**config.mk**
```make
export PLATFORM = sky130hd
export DESIGN_NAME = adcr_regs
export DESIGN_NICKNAME = d
export VERILOG_FILES = /design/src/hdl/adcr_pkg.sv /design/src/hdl/adcr_regs.sv /design/src/hdl/adcr_vol_ramp.sv
export SDC_FILE = /design/constraint.sdc
export NUM_CORES = 1
export LEC_CHECK = 0
export BUFFER_PORTS_ARGS = -buffer_cell sky130_fd_sc_hd__buf_2
export CORE_MARGIN = 5
export CORE_UTILIZATION = 30
export CTS_CLUSTER_SIZE = 8
export DETAILED_ROUTE_END_ITERATION = 8
export PLACE_DENSITY = 0.57
export SYNTH_ARGS = -nofsm -noshare
export SYNTH_HDL_FRONTEND = slang
export SYNTH_SLANG_ARGS = --single-unit
export TNS_END_PERCENT = 1
```
**constraint.sdc**
```tcl
create_clock -name clk_sys -period 11 [get_ports clk_sys]
set_input_delay 2.2 -clock clk_sys [delete_from_list [all_inputs] [get_ports clk_sys]]
set_output_delay 2.2 -clock clk_sys [all_outputs]
set_load 0.05 [all_outputs]
```
**src/hdl/adcr_pkg.sv**
```systemverilog
package adcr_pkg;

    // ------------------------------------------------------------------
    // Register offsets
    // ------------------------------------------------------------------
    localparam logic [7:0] ADCR_ADDR_CH4_PHASE_CAL = 8'h61;
    localparam logic [7:0] ADCR_ADDR_GLOBAL_CFG    = 8'h62;
    localparam logic [7:0] ADCR_ADDR_DSP_CFG       = 8'h72;
    localparam logic [7:0] ADCR_ADDR_CHAN_EN       = 8'h76;

    // ------------------------------------------------------------------
    // Reset values
    // ------------------------------------------------------------------
    localparam logic [7:0] ADCR_RST_CH4_PHASE_CAL = 8'h00;
    localparam logic [7:0] ADCR_RST_GLOBAL_CFG    = 8'h00;
    localparam logic [7:0] ADCR_RST_DSP_CFG       = 8'h18;
    localparam logic [7:0] ADCR_RST_CHAN_EN       = 8'hCC;

    // ------------------------------------------------------------------
    // Field positions
    // ------------------------------------------------------------------
    localparam int ADCR_PCAL_MSB    = 7;
    localparam int ADCR_PCAL_LSB    = 2;
    localparam int ADCR_TRIM_MSB    = 7;
    localparam int ADCR_TRIM_LSB    = 4;
    localparam int ADCR_QCAL_BIT    = 3;
    localparam int ADCR_INVERT_BIT  = 2;
    localparam int ADCR_DECI_MSB    = 7;
    localparam int ADCR_DECI_LSB    = 6;
    localparam int ADCR_HPF_MSB     = 5;
    localparam int ADCR_HPF_LSB     = 4;
    localparam int ADCR_BQ_MSB      = 3;
    localparam int ADCR_BQ_LSB      = 2;
    localparam int ADCR_SOFT_DIS    = 1;
    localparam int ADCR_GANG_BIT    = 0;
    localparam int ADCR_CHEN_MSB    = 7;
    localparam int ADCR_CHEN_LSB    = 4;

    // Reserved low bits and unmapped reads: read-only constants
    localparam logic [1:0] ADCR_RSVD_CAL_VAL  = 2'h0;
    localparam logic [1:0] ADCR_RSVD_GCFG_VAL = 2'h0;
    localparam logic [3:0] ADCR_RSVD_CHEN_VAL = 4'hC;
    localparam logic [7:0] ADCR_UNMAPPED_VAL  = 8'h00;

    // ------------------------------------------------------------------
    // Data path sizes and volume codes
    // ------------------------------------------------------------------
    localparam int         ADCR_NUM_CH    = 4;
    localparam int         ADCR_SAMPLE_W  = 24;
    localparam int         ADCR_DELAY_MAX = 63;
    localparam int         ADCR_NUM_BQ    = 3;
    localparam logic [7:0] ADCR_VOL_MUTE  = 8'h00;
    localparam logic [7:0] ADCR_VOL_UNITY = 8'hA1;
    localparam logic [7:0] ADCR_VOL_STEP  = 8'h01;

    // ------------------------------------------------------------------
    // Mode enumerations
    // ------------------------------------------------------------------
    typedef enum logic [1:0] {
        ADCR_DECI_LINEAR    = 2'h0,
        ADCR_DECI_LOW_LAT   = 2'h1,
        ADCR_DECI_ULTRA_LOW = 2'h2,
        ADCR_DECI_RESERVED  = 2'h3
    } adcr_deci_t;

    typedef enum logic [1:0] {
        ADCR_HPF_IIR      = 2'h0,
        ADCR_HPF_FS_2E5   = 2'h1,
        ADCR_HPF_FS_25E5  = 2'h2,
        ADCR_HPF_FS_25E4  = 2'h3
    } adcr_hpf_t;

endpackage

```
**src/hdl/adcr_regs.sv**
```systemverilog
// How it works
// - Channel 4 phase field bits 7:2 delays channel 4 by N modulator cycles.
// - Channel 4 phase register at 0x61 resets to zero, so no delay.
// - One-hot trim bits 7:4 pick input common-mode pull resistor, zero none.
// - Global bit 3 enables quantizer offset calibration; reset clear.
// - Global bit 2 inverts output samples; clear passes them unchanged.
// - DSP bits 7:6 pick decimation response; code 3 reserved.
// - DSP bits 5:4 codes 1 to 3 select fixed high-pass cutoffs.
// - High-pass code 0 routes through first-order IIR, default all-pass.
// - DSP bits 3:2 set cascaded biquad count, reset two.
// - DSP bit 1 clear soft-steps volume changes; set jumps at once.
// - DSP bit 0 set makes active channels use channel 1 volume.
// - Ganged volume holds even when channel 1 is disabled.
// - DSP register at 0x72 resets to 0x18.
// - Channel enable register at 0x76 resets to 0xCC.
// - Channel enable bits 7 to 4 enable channels 1 to 4.
// - Volume code 0 mutes, 161 is unity, half dB per step.
`timescale 1ns/10ps

module adcr_regs
    import adcr_pkg::*;
(
    // Clock and reset
    input  wire logic                              clk_sys,
    input  wire logic                              rst,
    // Register access port
    input  wire logic                              reg_wr_en,
    input  wire logic                              reg_rd_en,
    input  wire logic [7:0]                        reg_addr,
    input  wire logic [7:0]                        reg_wr_data,
    output logic      [7:0]                        reg_rd_data,
    output logic                                   reg_rd_valid,
    // Modulator bitstreams
    input  wire logic                              mod_clk_en,
    input  wire logic [ADCR_NUM_CH-1:0]            mod_bits_in,
    output logic      [ADCR_NUM_CH-1:0]            mod_bits_out,
    // Sample path
    input  wire logic                              sample_in_valid,
    input  wire logic [ADCR_NUM_CH-1:0][ADCR_SAMPLE_W-1:0] sample_in,
    output logic                                   sample_out_valid,
    output logic      [ADCR_NUM_CH-1:0][ADCR_SAMPLE_W-1:0] sample_out,
    // Volume settings held elsewhere
    input  wire logic [ADCR_NUM_CH-1:0][7:0]       per_channel_volume,
    output logic      [ADCR_NUM_CH-1:0][7:0]       digital_volume,
    output logic      [ADCR_NUM_CH-1:0]            channel_mute,
    output logic      [ADCR_NUM_CH-1:0]            volume_ramping,
    // Analog and filter configuration
    output logic      [3:0]                        input_common_mode_trim,
    output logic                                   quantizer_offset_cal_enable,
    output logic      [1:0]                        decimation_response_select,
    output logic                                   decimation_reserved,
    output logic      [1:0]                        highpass_select,
    output logic                                   highpass_iir_route,
    output logic      [1:0]                        biquad_count,
    output logic      [ADCR_NUM_BQ-1:0]            biquad_stage_enable,
    output logic                                   soft_step_enable,
    output logic                                   volume_gang_enable,
    output logic      [ADCR_NUM_CH-1:0]            input_channel_enable
);

    // ------------------------------------------------------------------
    // State
    // ------------------------------------------------------------------
    typedef struct packed {
        logic [5:0]                              ch4_phase_delay;
        logic [3:0]                              cm_trim;
        logic                                    qcal_en;
        logic                                    data_invert;
        logic [7:0]                              dsp_cfg;
        logic [3:0]                              chan_en;
        logic [ADCR_NUM_BQ-1:0]                  bq_en;
        logic [7:0]                              rd_data;
        logic                                    rd_valid;
        logic [ADCR_DELAY_MAX-1:0]               ch4_line;
        logic [ADCR_NUM_CH-1:0]                  mod_out;
        logic [ADCR_NUM_CH-1:0][ADCR_SAMPLE_W-1:0] smp_out;
        logic                                    smp_valid;
    } adcr_regs_state_t;

    adcr_regs_state_t state;
    adcr_regs_state_t next_state;

    logic [ADCR_NUM_CH-1:0][7:0] vol_target;

    // ------------------------------------------------------------------
    // Functions
    // ------------------------------------------------------------------

    // Register readback with reserved bits forced to their constants
    function automatic logic [7:0] read_reg(input adcr_regs_state_t s,
                                            input logic [7:0]       addr);
        logic [7:0] val;
        val = ADCR_UNMAPPED_VAL;
        unique case (addr)
            ADCR_ADDR_CH4_PHASE_CAL: val = {s.ch4_phase_delay,
                                            ADCR_RSVD_CAL_VAL};
            ADCR_ADDR_GLOBAL_CFG:    val = {s.cm_trim, s.qcal_en,
                                            s.data_invert,
                                            ADCR_RSVD_GCFG_VAL};
            ADCR_ADDR_DSP_CFG:       val = s.dsp_cfg;
            ADCR_ADDR_CHAN_EN:       val = {s.chan_en, ADCR_RSVD_CHEN_VAL};
            default:                 val = ADCR_UNMAPPED_VAL;
        endcase
        return val;
    endfunction

    // Biquad count to per-stage enables
    function automatic logic [ADCR_NUM_BQ-1:0] bq_decode(
        input logic [1:0] count);
        logic [ADCR_NUM_BQ-1:0] en;
        en = '0;
        for (int k = 0; k < ADCR_NUM_BQ; k++) begin
            en[k] = (int'(count) > k);
        end
        return en;
    endfunction

    // Invert a sample, saturating the most negative code
    function automatic logic [ADCR_SAMPLE_W-1:0] invert_sample(
        input logic [ADCR_SAMPLE_W-1:0] x);
        logic [ADCR_SAMPLE_W-1:0] neg_min;
        neg_min = {1'b1, {(ADCR_SAMPLE_W-1){1'b0}}};
        if (x == neg_min) begin
            return ~neg_min;
        end
        return ADCR_SAMPLE_W'(-x);
    endfunction

    // ------------------------------------------------------------------
    // Next state
    // ------------------------------------------------------------------
    always_comb begin
        next_state = state;

        // Register writes; reserved positions not stored
        if (reg_wr_en) begin
            unique case (reg_addr)
                ADCR_ADDR_CH4_PHASE_CAL: begin
                    next_state.ch4_phase_delay =
                        reg_wr_data[ADCR_PCAL_MSB:ADCR_PCAL_LSB];
                end
                ADCR_ADDR_GLOBAL_CFG: begin
                    next_state.cm_trim =
                        reg_wr_data[ADCR_TRIM_MSB:ADCR_TRIM_LSB];
                    next_state.qcal_en     = reg_wr_data[ADCR_QCAL_BIT];
                    next_state.data_invert = reg_wr_data[ADCR_INVERT_BIT];
                end
                ADCR_ADDR_DSP_CFG: begin
                    next_state.dsp_cfg = reg_wr_data;
                end
                ADCR_ADDR_CHAN_EN: begin
                    next_state.chan_en =
                        reg_wr_data[ADCR_CHEN_MSB:ADCR_CHEN_LSB];
                end
                default: begin
                    next_state.rd_valid = state.rd_valid;
                end
            endcase
        end

        next_state.bq_en = bq_decode(
            next_state.dsp_cfg[ADCR_BQ_MSB:ADCR_BQ_LSB]);

        next_state.rd_valid = reg_rd_en;
        if (reg_rd_en) begin
            next_state.rd_data = read_reg(state, reg_addr);
        end

        // channel 4 delay line on modulator enable
        if (mod_clk_en) begin
            next_state.ch4_line = {state.ch4_line[ADCR_DELAY_MAX-2:0],
                                   mod_bits_in[ADCR_NUM_CH-1]};
            next_state.mod_out = mod_bits_in;
            if (state.ch4_phase_delay != '0) begin
                next_state.mod_out[ADCR_NUM_CH-1] =
                    state.ch4_line[state.ch4_phase_delay - 6'h01];
            end
        end

        next_state.smp_valid = sample_in_valid;
        if (sample_in_valid) begin
            for (int c = 0; c < ADCR_NUM_CH; c++) begin
                if (!state.chan_en[ADCR_NUM_CH-1-c]) begin
                    next_state.smp_out[c] = '0;
                end else if (state.data_invert) begin
                    next_state.smp_out[c] = invert_sample(sample_in[c]);
                end else begin
                    next_state.smp_out[c] = sample_in[c];
                end
            end
        end
    end

    // ------------------------------------------------------------------
    // State register
    // ------------------------------------------------------------------
    always_ff @(posedge clk_sys or posedge rst) begin
        if (rst) begin
            state.ch4_phase_delay <= ADCR_RST_CH4_PHASE_CAL[ADCR_PCAL_MSB:
                                                            ADCR_PCAL_LSB];
            state.cm_trim         <= ADCR_RST_GLOBAL_CFG[ADCR_TRIM_MSB:
                                                         ADCR_TRIM_LSB];
            state.qcal_en         <= ADCR_RST_GLOBAL_CFG[ADCR_QCAL_BIT];
            state.data_invert     <= ADCR_RST_GLOBAL_CFG[ADCR_INVERT_BIT];
            state.dsp_cfg         <= ADCR_RST_DSP_CFG;
            state.chan_en         <= ADCR_RST_CHAN_EN[ADCR_CHEN_MSB:
                                                      ADCR_CHEN_LSB];
            state.bq_en           <= bq_decode(
                ADCR_RST_DSP_CFG[ADCR_BQ_MSB:ADCR_BQ_LSB]);
            state.rd_data         <= ADCR_UNMAPPED_VAL;
            state.rd_valid        <= 1'b0;
            state.ch4_line        <= '0;
            state.mod_out         <= '0;
            state.smp_out         <= '0;
            state.smp_valid       <= 1'b0;
        end else begin
            state <= next_state;
        end
    end

    // ------------------------------------------------------------------
    // Volume targets and soft-step ramps
    // ------------------------------------------------------------------

    // Gang, enable and mute selection per channel
    always_comb begin
        for (int c = 0; c < ADCR_NUM_CH; c++) begin
            if (!state.chan_en[ADCR_NUM_CH-1-c]) begin
                vol_target[c] = ADCR_VOL_MUTE;
            end else if (state.dsp_cfg[ADCR_GANG_BIT]) begin
                vol_target[c] = per_channel_volume[0];
            end else begin
                vol_target[c] = per_channel_volume[c];
            end
        end
    end

    genvar g;
    generate
        for (g = 0; g < ADCR_NUM_CH; g++) begin : gen_ramp
            adcr_vol_ramp u_ramp (
                .clk_sys          (clk_sys),
                .rst              (rst),
                .step_en          (sample_in_valid),
                .soft_step_enable (soft_step_enable),
                .target_volume    (vol_target[g]),
                .applied_volume   (digital_volume[g]),
                .ramp_busy        (volume_ramping[g])
            );
            assign channel_mute[g] = (digital_volume[g] == ADCR_VOL_MUTE);
        end
    endgenerate

    // ------------------------------------------------------------------
    // Outputs
    // ------------------------------------------------------------------

    // Register port answers
    assign reg_rd_data  = state.rd_data;
    assign reg_rd_valid = state.rd_valid;

    // Data path results
    assign mod_bits_out     = state.mod_out;
    assign sample_out       = state.smp_out;
    assign sample_out_valid = state.smp_valid;

    assign input_common_mode_trim      = state.cm_trim;
    assign quantizer_offset_cal_enable = state.qcal_en;
    assign decimation_response_select  =
        state.dsp_cfg[ADCR_DECI_MSB:ADCR_DECI_LSB];
    assign decimation_reserved         =
        (state.dsp_cfg[ADCR_DECI_MSB:ADCR_DECI_LSB] == ADCR_DECI_RESERVED);
    assign highpass_select             =
        state.dsp_cfg[ADCR_HPF_MSB:ADCR_HPF_LSB];
    assign highpass_iir_route          =
        (state.dsp_cfg[ADCR_HPF_MSB:ADCR_HPF_LSB] == ADCR_HPF_IIR);
    assign biquad_count                =
        state.dsp_cfg[ADCR_BQ_MSB:ADCR_BQ_LSB];
    assign biquad_stage_enable         = state.bq_en;
    assign soft_step_enable            = ~state.dsp_cfg[ADCR_SOFT_DIS];
    assign volume_gang_enable          = state.dsp_cfg[ADCR_GANG_BIT];
    // channel order 1 at bit 0
    assign input_channel_enable        = {<<{state.chan_en}};

endmodule

```
**src/hdl/adcr_vol_ramp.sv**
```systemverilog
`timescale 1ns/10ps

module adcr_vol_ramp
    import adcr_pkg::*;
(
    // Clock and reset
    input  wire logic       clk_sys,
    input  wire logic       rst,
    // Control
    input  wire logic       step_en,
    input  wire logic       soft_step_enable,
    input  wire logic [7:0] target_volume,
    // Applied gain
    output logic      [7:0] applied_volume,
    output logic            ramp_busy
);

    typedef struct packed {
        logic [7:0] applied;
    } adcr_ramp_state_t;

    adcr_ramp_state_t state;
    adcr_ramp_state_t next_state;

    // Step one code per sample when soft, else jump to target
    always_comb begin
        next_state = state;
        if (!soft_step_enable) begin
            next_state.applied = target_volume;
        end else if (step_en) begin
            if (state.applied < target_volume) begin
                next_state.applied = state.applied + ADCR_VOL_STEP;
            end else if (state.applied > target_volume) begin
                next_state.applied = state.applied - ADCR_VOL_STEP;
            end
        end
    end

    // State register
    always_ff @(posedge clk_sys or posedge rst) begin
        if (rst) begin
            state.applied <= ADCR_VOL_UNITY;
        end else begin
            state <= next_state;
        end
    end

    assign applied_volume = state.applied;
    assign ramp_busy      = (state.applied != target_volume);

endmodule

```
==> impl_metrics.env <==
export IMPL_rsz0062_at_grt="false"
export IMPL_vdd_ir_drop_max_mv=0.108
export IMPL_async_flop_share_pct=100
export IMPL_worst_path_max_fanout=3
export IMPL_holdBufCountCts=0
export IMPL_rr_endpoint="gen_ramp[3].u_ramp.applied_volume[7]$_DFFE_PP1P_"
export IMPL_synthAdderAreaFrac_pct=5.71
export IMPL_required_ns=8.80
export IMPL_synth_edff_count=0
export IMPL_drive_above_1_share_pct=30.5
export IMPL_max_stage_delay_ns=0.34
export IMPL_final_cell_mix="buf_2, dfrtp_1, inv_1, o21ai_0, mux2_2"
export IMPL_finalPower_mw=4.01
export IMPL_relSlewSlack_pct=19.3
export IMPL_syn_nets=1840
export IMPL_leakagePower_nw=8.03
export IMPL_area_growth_pct=15.8
export IMPL_finish_utilization_pct=35.0
export IMPL_dieArea_sq_um=56100
export IMPL_swShare_pct=40.3
export IMPL_crit_cells=8
export IMPL_cp_cell_sequence="buf_2, and2_1, o21ai_0, ha_1, nand3_1, nor2_1, nand3_1, buf_2"
export IMPL_synth_xor_area_share_pct=5.84
export IMPL_layoutNonFillerInstCount=2495
export IMPL_cp_arrival_ns=3.85
export IMPL_hpwl_mm=32.7
export IMPL_cts_tree="done"
export IMPL_p_clk_share_pct=27.2
export IMPL_worstHoldEndpoint="mod_bits_out[2]$_DFFE_PP0P_"
export IMPL_dieWidth_microns=237
export IMPL_drc=0
export IMPL_layout_setup_ws_ns=4.95
export IMPL_cts_setup_buffers=0
export IMPL_layout_commonest_cell="buf_2"
export IMPL_start_util_pct=30.2
export IMPL_syn_inst=1618
export IMPL_p_comb_share_pct=43.5
export IMPL_overflow=0
export IMPL_synth_seq_cells=231
export IMPL_worst_setup_path_type="input port to primary output"
export IMPL_numCtsBuffers=36
export IMPL_tightestPinTransition_ns=1.21
export IMPL_place_ws_ns=4.90
export IMPL_fp_coreArea_sq_um=51100
export IMPL_finalInstanceArea_sq_um=17900
export IMPL_layout_worst_path_cycle_share_pct=55.0
export IMPL_place_congestion=0.874
export IMPL_p_int_mw=2.39
export IMPL_reg2reg_setup_slack_ns=5.89
export IMPL_dominantRegCellSynth="dfrtp_1"
export IMPL_reg2reg_from="volume_gang_enable$_DFFE_PP0P_"
export IMPL_drv_cap=0
export IMPL_yosys_area_share_simple_pct=11.8
export IMPL_fin_tns_setup_ns=0
export IMPL_postRouteAntennaNets=0
export IMPL_cts_htree_levels=2
export IMPL_cts_num_sinks=231
export IMPL_fmax_ghz=0.165
export IMPL_outcome="finished, final reports clean"
export IMPL_cts_root_buf="clkbuf_16"
export IMPL_endpoint_kind="primary output"
export IMPL_synth_cell_types=77
export IMPL_routed_wl_mm=44.9
export IMPL_synthMuxAreaShare_pct=11.5
export IMPL_synth_area_leaders="dfrtp_1, mux2_2, buf_4"
export IMPL_setup_viol=0
export IMPL_cts_reportedPaths_clkPinSlew_ns=0.05
export IMPL_yosysSeqAreaShare_pct=37.6
export IMPL_vias_per_cell=4.98
export IMPL_start_kind="input port"
export IMPL_synth_top_cell_by_area="dfrtp_1"
export IMPL_ctsResizeCount=0
export IMPL_finalMaxSlewViolations=0
export IMPL_synth_top_family_by_area="compound AO/OA/AOI/OAI gates"
export IMPL_ys_warn_count=0
export IMPL_worst_path_buf_inv=2
export IMPL_skew_ns=0.0209
export IMPL_r2r_cells=15
export IMPL_drt_iter0_drc=645
export IMPL_portBuffers=325
export IMPL_crit_path_top_delay_cell="o21ai_0"
export IMPL_dp_cells=2428
export IMPL_synth_compound_area_share_pct=15.8
export IMPL_place_area_sq_um=16700
export IMPL_grt_pass1_wl_mm=70.9
export IMPL_synth_top_cell_area_share_pct=34.7
export IMPL_hold_depth=1
export IMPL_powerDensity_nw_per_um2=224
export IMPL_syn_area_per_cell_sq_um=9.54
export IMPL_die_h_microns=237
export IMPL_grt_usage_pct=15.5
export IMPL_sequentialPowerShare_pct=29.3
export IMPL_clk_latency_ns=0.55
export IMPL_pin_count=326
export IMPL_nNetsFinal=2008
export IMPL_antenna_found_initial=6
export IMPL_cts_max_path_buffers=3
export IMPL_num_vias=12400
export IMPL_crit_family="simple AND/OR/NAND/NOR gates"
export IMPL_grt_max_degree=106
export IMPL_timing_hold_ws_ns=0.502
export IMPL_rows=83
export IMPL_final_min_clock_period_ns=6.05
export IMPL_worstHoldStart="mod_bits_out[2]$_DFFE_PP0P_"
export IMPL_grt_pass1_vias=12700
export IMPL_wl_per_cell_microns=18.0
export IMPL_p_switching_mw=1.61
export IMPL_synth_area_sq_um=15400
export IMPL_first_pass_iters=5
export IMPL_hold_violations=0
export IMPL_hold_class="flop to flop"
[cells in the mapped netlist, types with 7 or more instances]
master and count:
dfrtp_1 214, inv_1 139, buf_4 130, o21ai_0 122
mux2_2 107, nor2_1 95, xnor2_1 93, nand2_1 79
ha_1 64, o22ai_1 63, clkbuf_1 53, a21oi_1 34
o211ai_1 34, nand3_1 28, nor2b_1 25, mux2i_1 23
o31ai_1 23, a21o_1 19, nand2b_1 18, dfstp_2 17
nor3_1 17, or4_1 16, buf_1 15, mux4_2 15
a21boi_0 11, buf_2 10, and2_1 9, o41ai_1 9
or3_1 9, o21a_1 8, o21bai_1 8, xor2_1 8
nand3b_1 7
[routing by layer]
metal  vias up  share of wire (%)  GRT usage [%]
li1       5914                  -              -
met1      6125                 43           19.8
met2       300                 48           25.6
met3        82                5.7           3.75
met4         0                3.2           5.61
met5         -                  0              0
[power by group through the flow]
stage | clock [mW] | combinational (mW) | sequential (mW)
detailed placement | 0 | 1.73 | 1.19
global route | 1.17 | 1.94 | 1.19
CTS | 1.13 | 1.75 | 1.17
floorplan | 0 | 1.18 | 1.34
finish | 1.09 | 1.74 | 1.17
global placement | 0 | 1.70 | 1.18
[state kept, by name, summed over array words and instances, names as in the netlist, 4 cells and up]
signal,count
gen_ramp.u_ramp.applied_volume,32
input_channel_enable,4
input_common_mode_trim,4
mod_bits_out,4
reg_rd_data,8
sample_out,96
state,71
[worst max-delay path by stage]
| stage | startpoint | end | slack, ns |
|---|---|---|---|
| finish | per_channel_volume[6] | volume_ramping[2] | 4.95 |
| global route | per_channel_volume[5] | volume_ramping[1] | 4.90 |
| CTS | per_channel_volume[6] | volume_ramping[2] | 5.01 |
| detailed placement | per_channel_volume[5] | gen_ramp[3].u_ramp.applied_volume[7]$_DFFE_PP1P_ | 4.90 |
| global placement | per_channel_volume[5] | volume_ramping[3] | 5.06 |
| floorplan | rst | biquad_count[0]$_DFF_PP0_ | 2.50 |
[kinds of logic after synthesis]
logic type	Yosys count
flip-flops	231
adder cells (fa/ha/maj)	68
XOR/XNOR	102
AO/OA/AOI/OAI	375
buffers and inverters	348
multiplexers	145
AND/OR/NAND/NOR	349
[cell type report]
cell class | count | area, sq um
antenna | 6 | 15.0
clock buffer | 57 | 1020
clock inverter | 4 | 106
fill | 5323 | 33200
inverter | 139 | 529
multi-input combinational | 1039 | 7810
sequential | 231 | 5810
tap | 680 | 851
timing repair buffer | 339 | 1730
No activity file was read; power rests on OpenSTA's default activity.
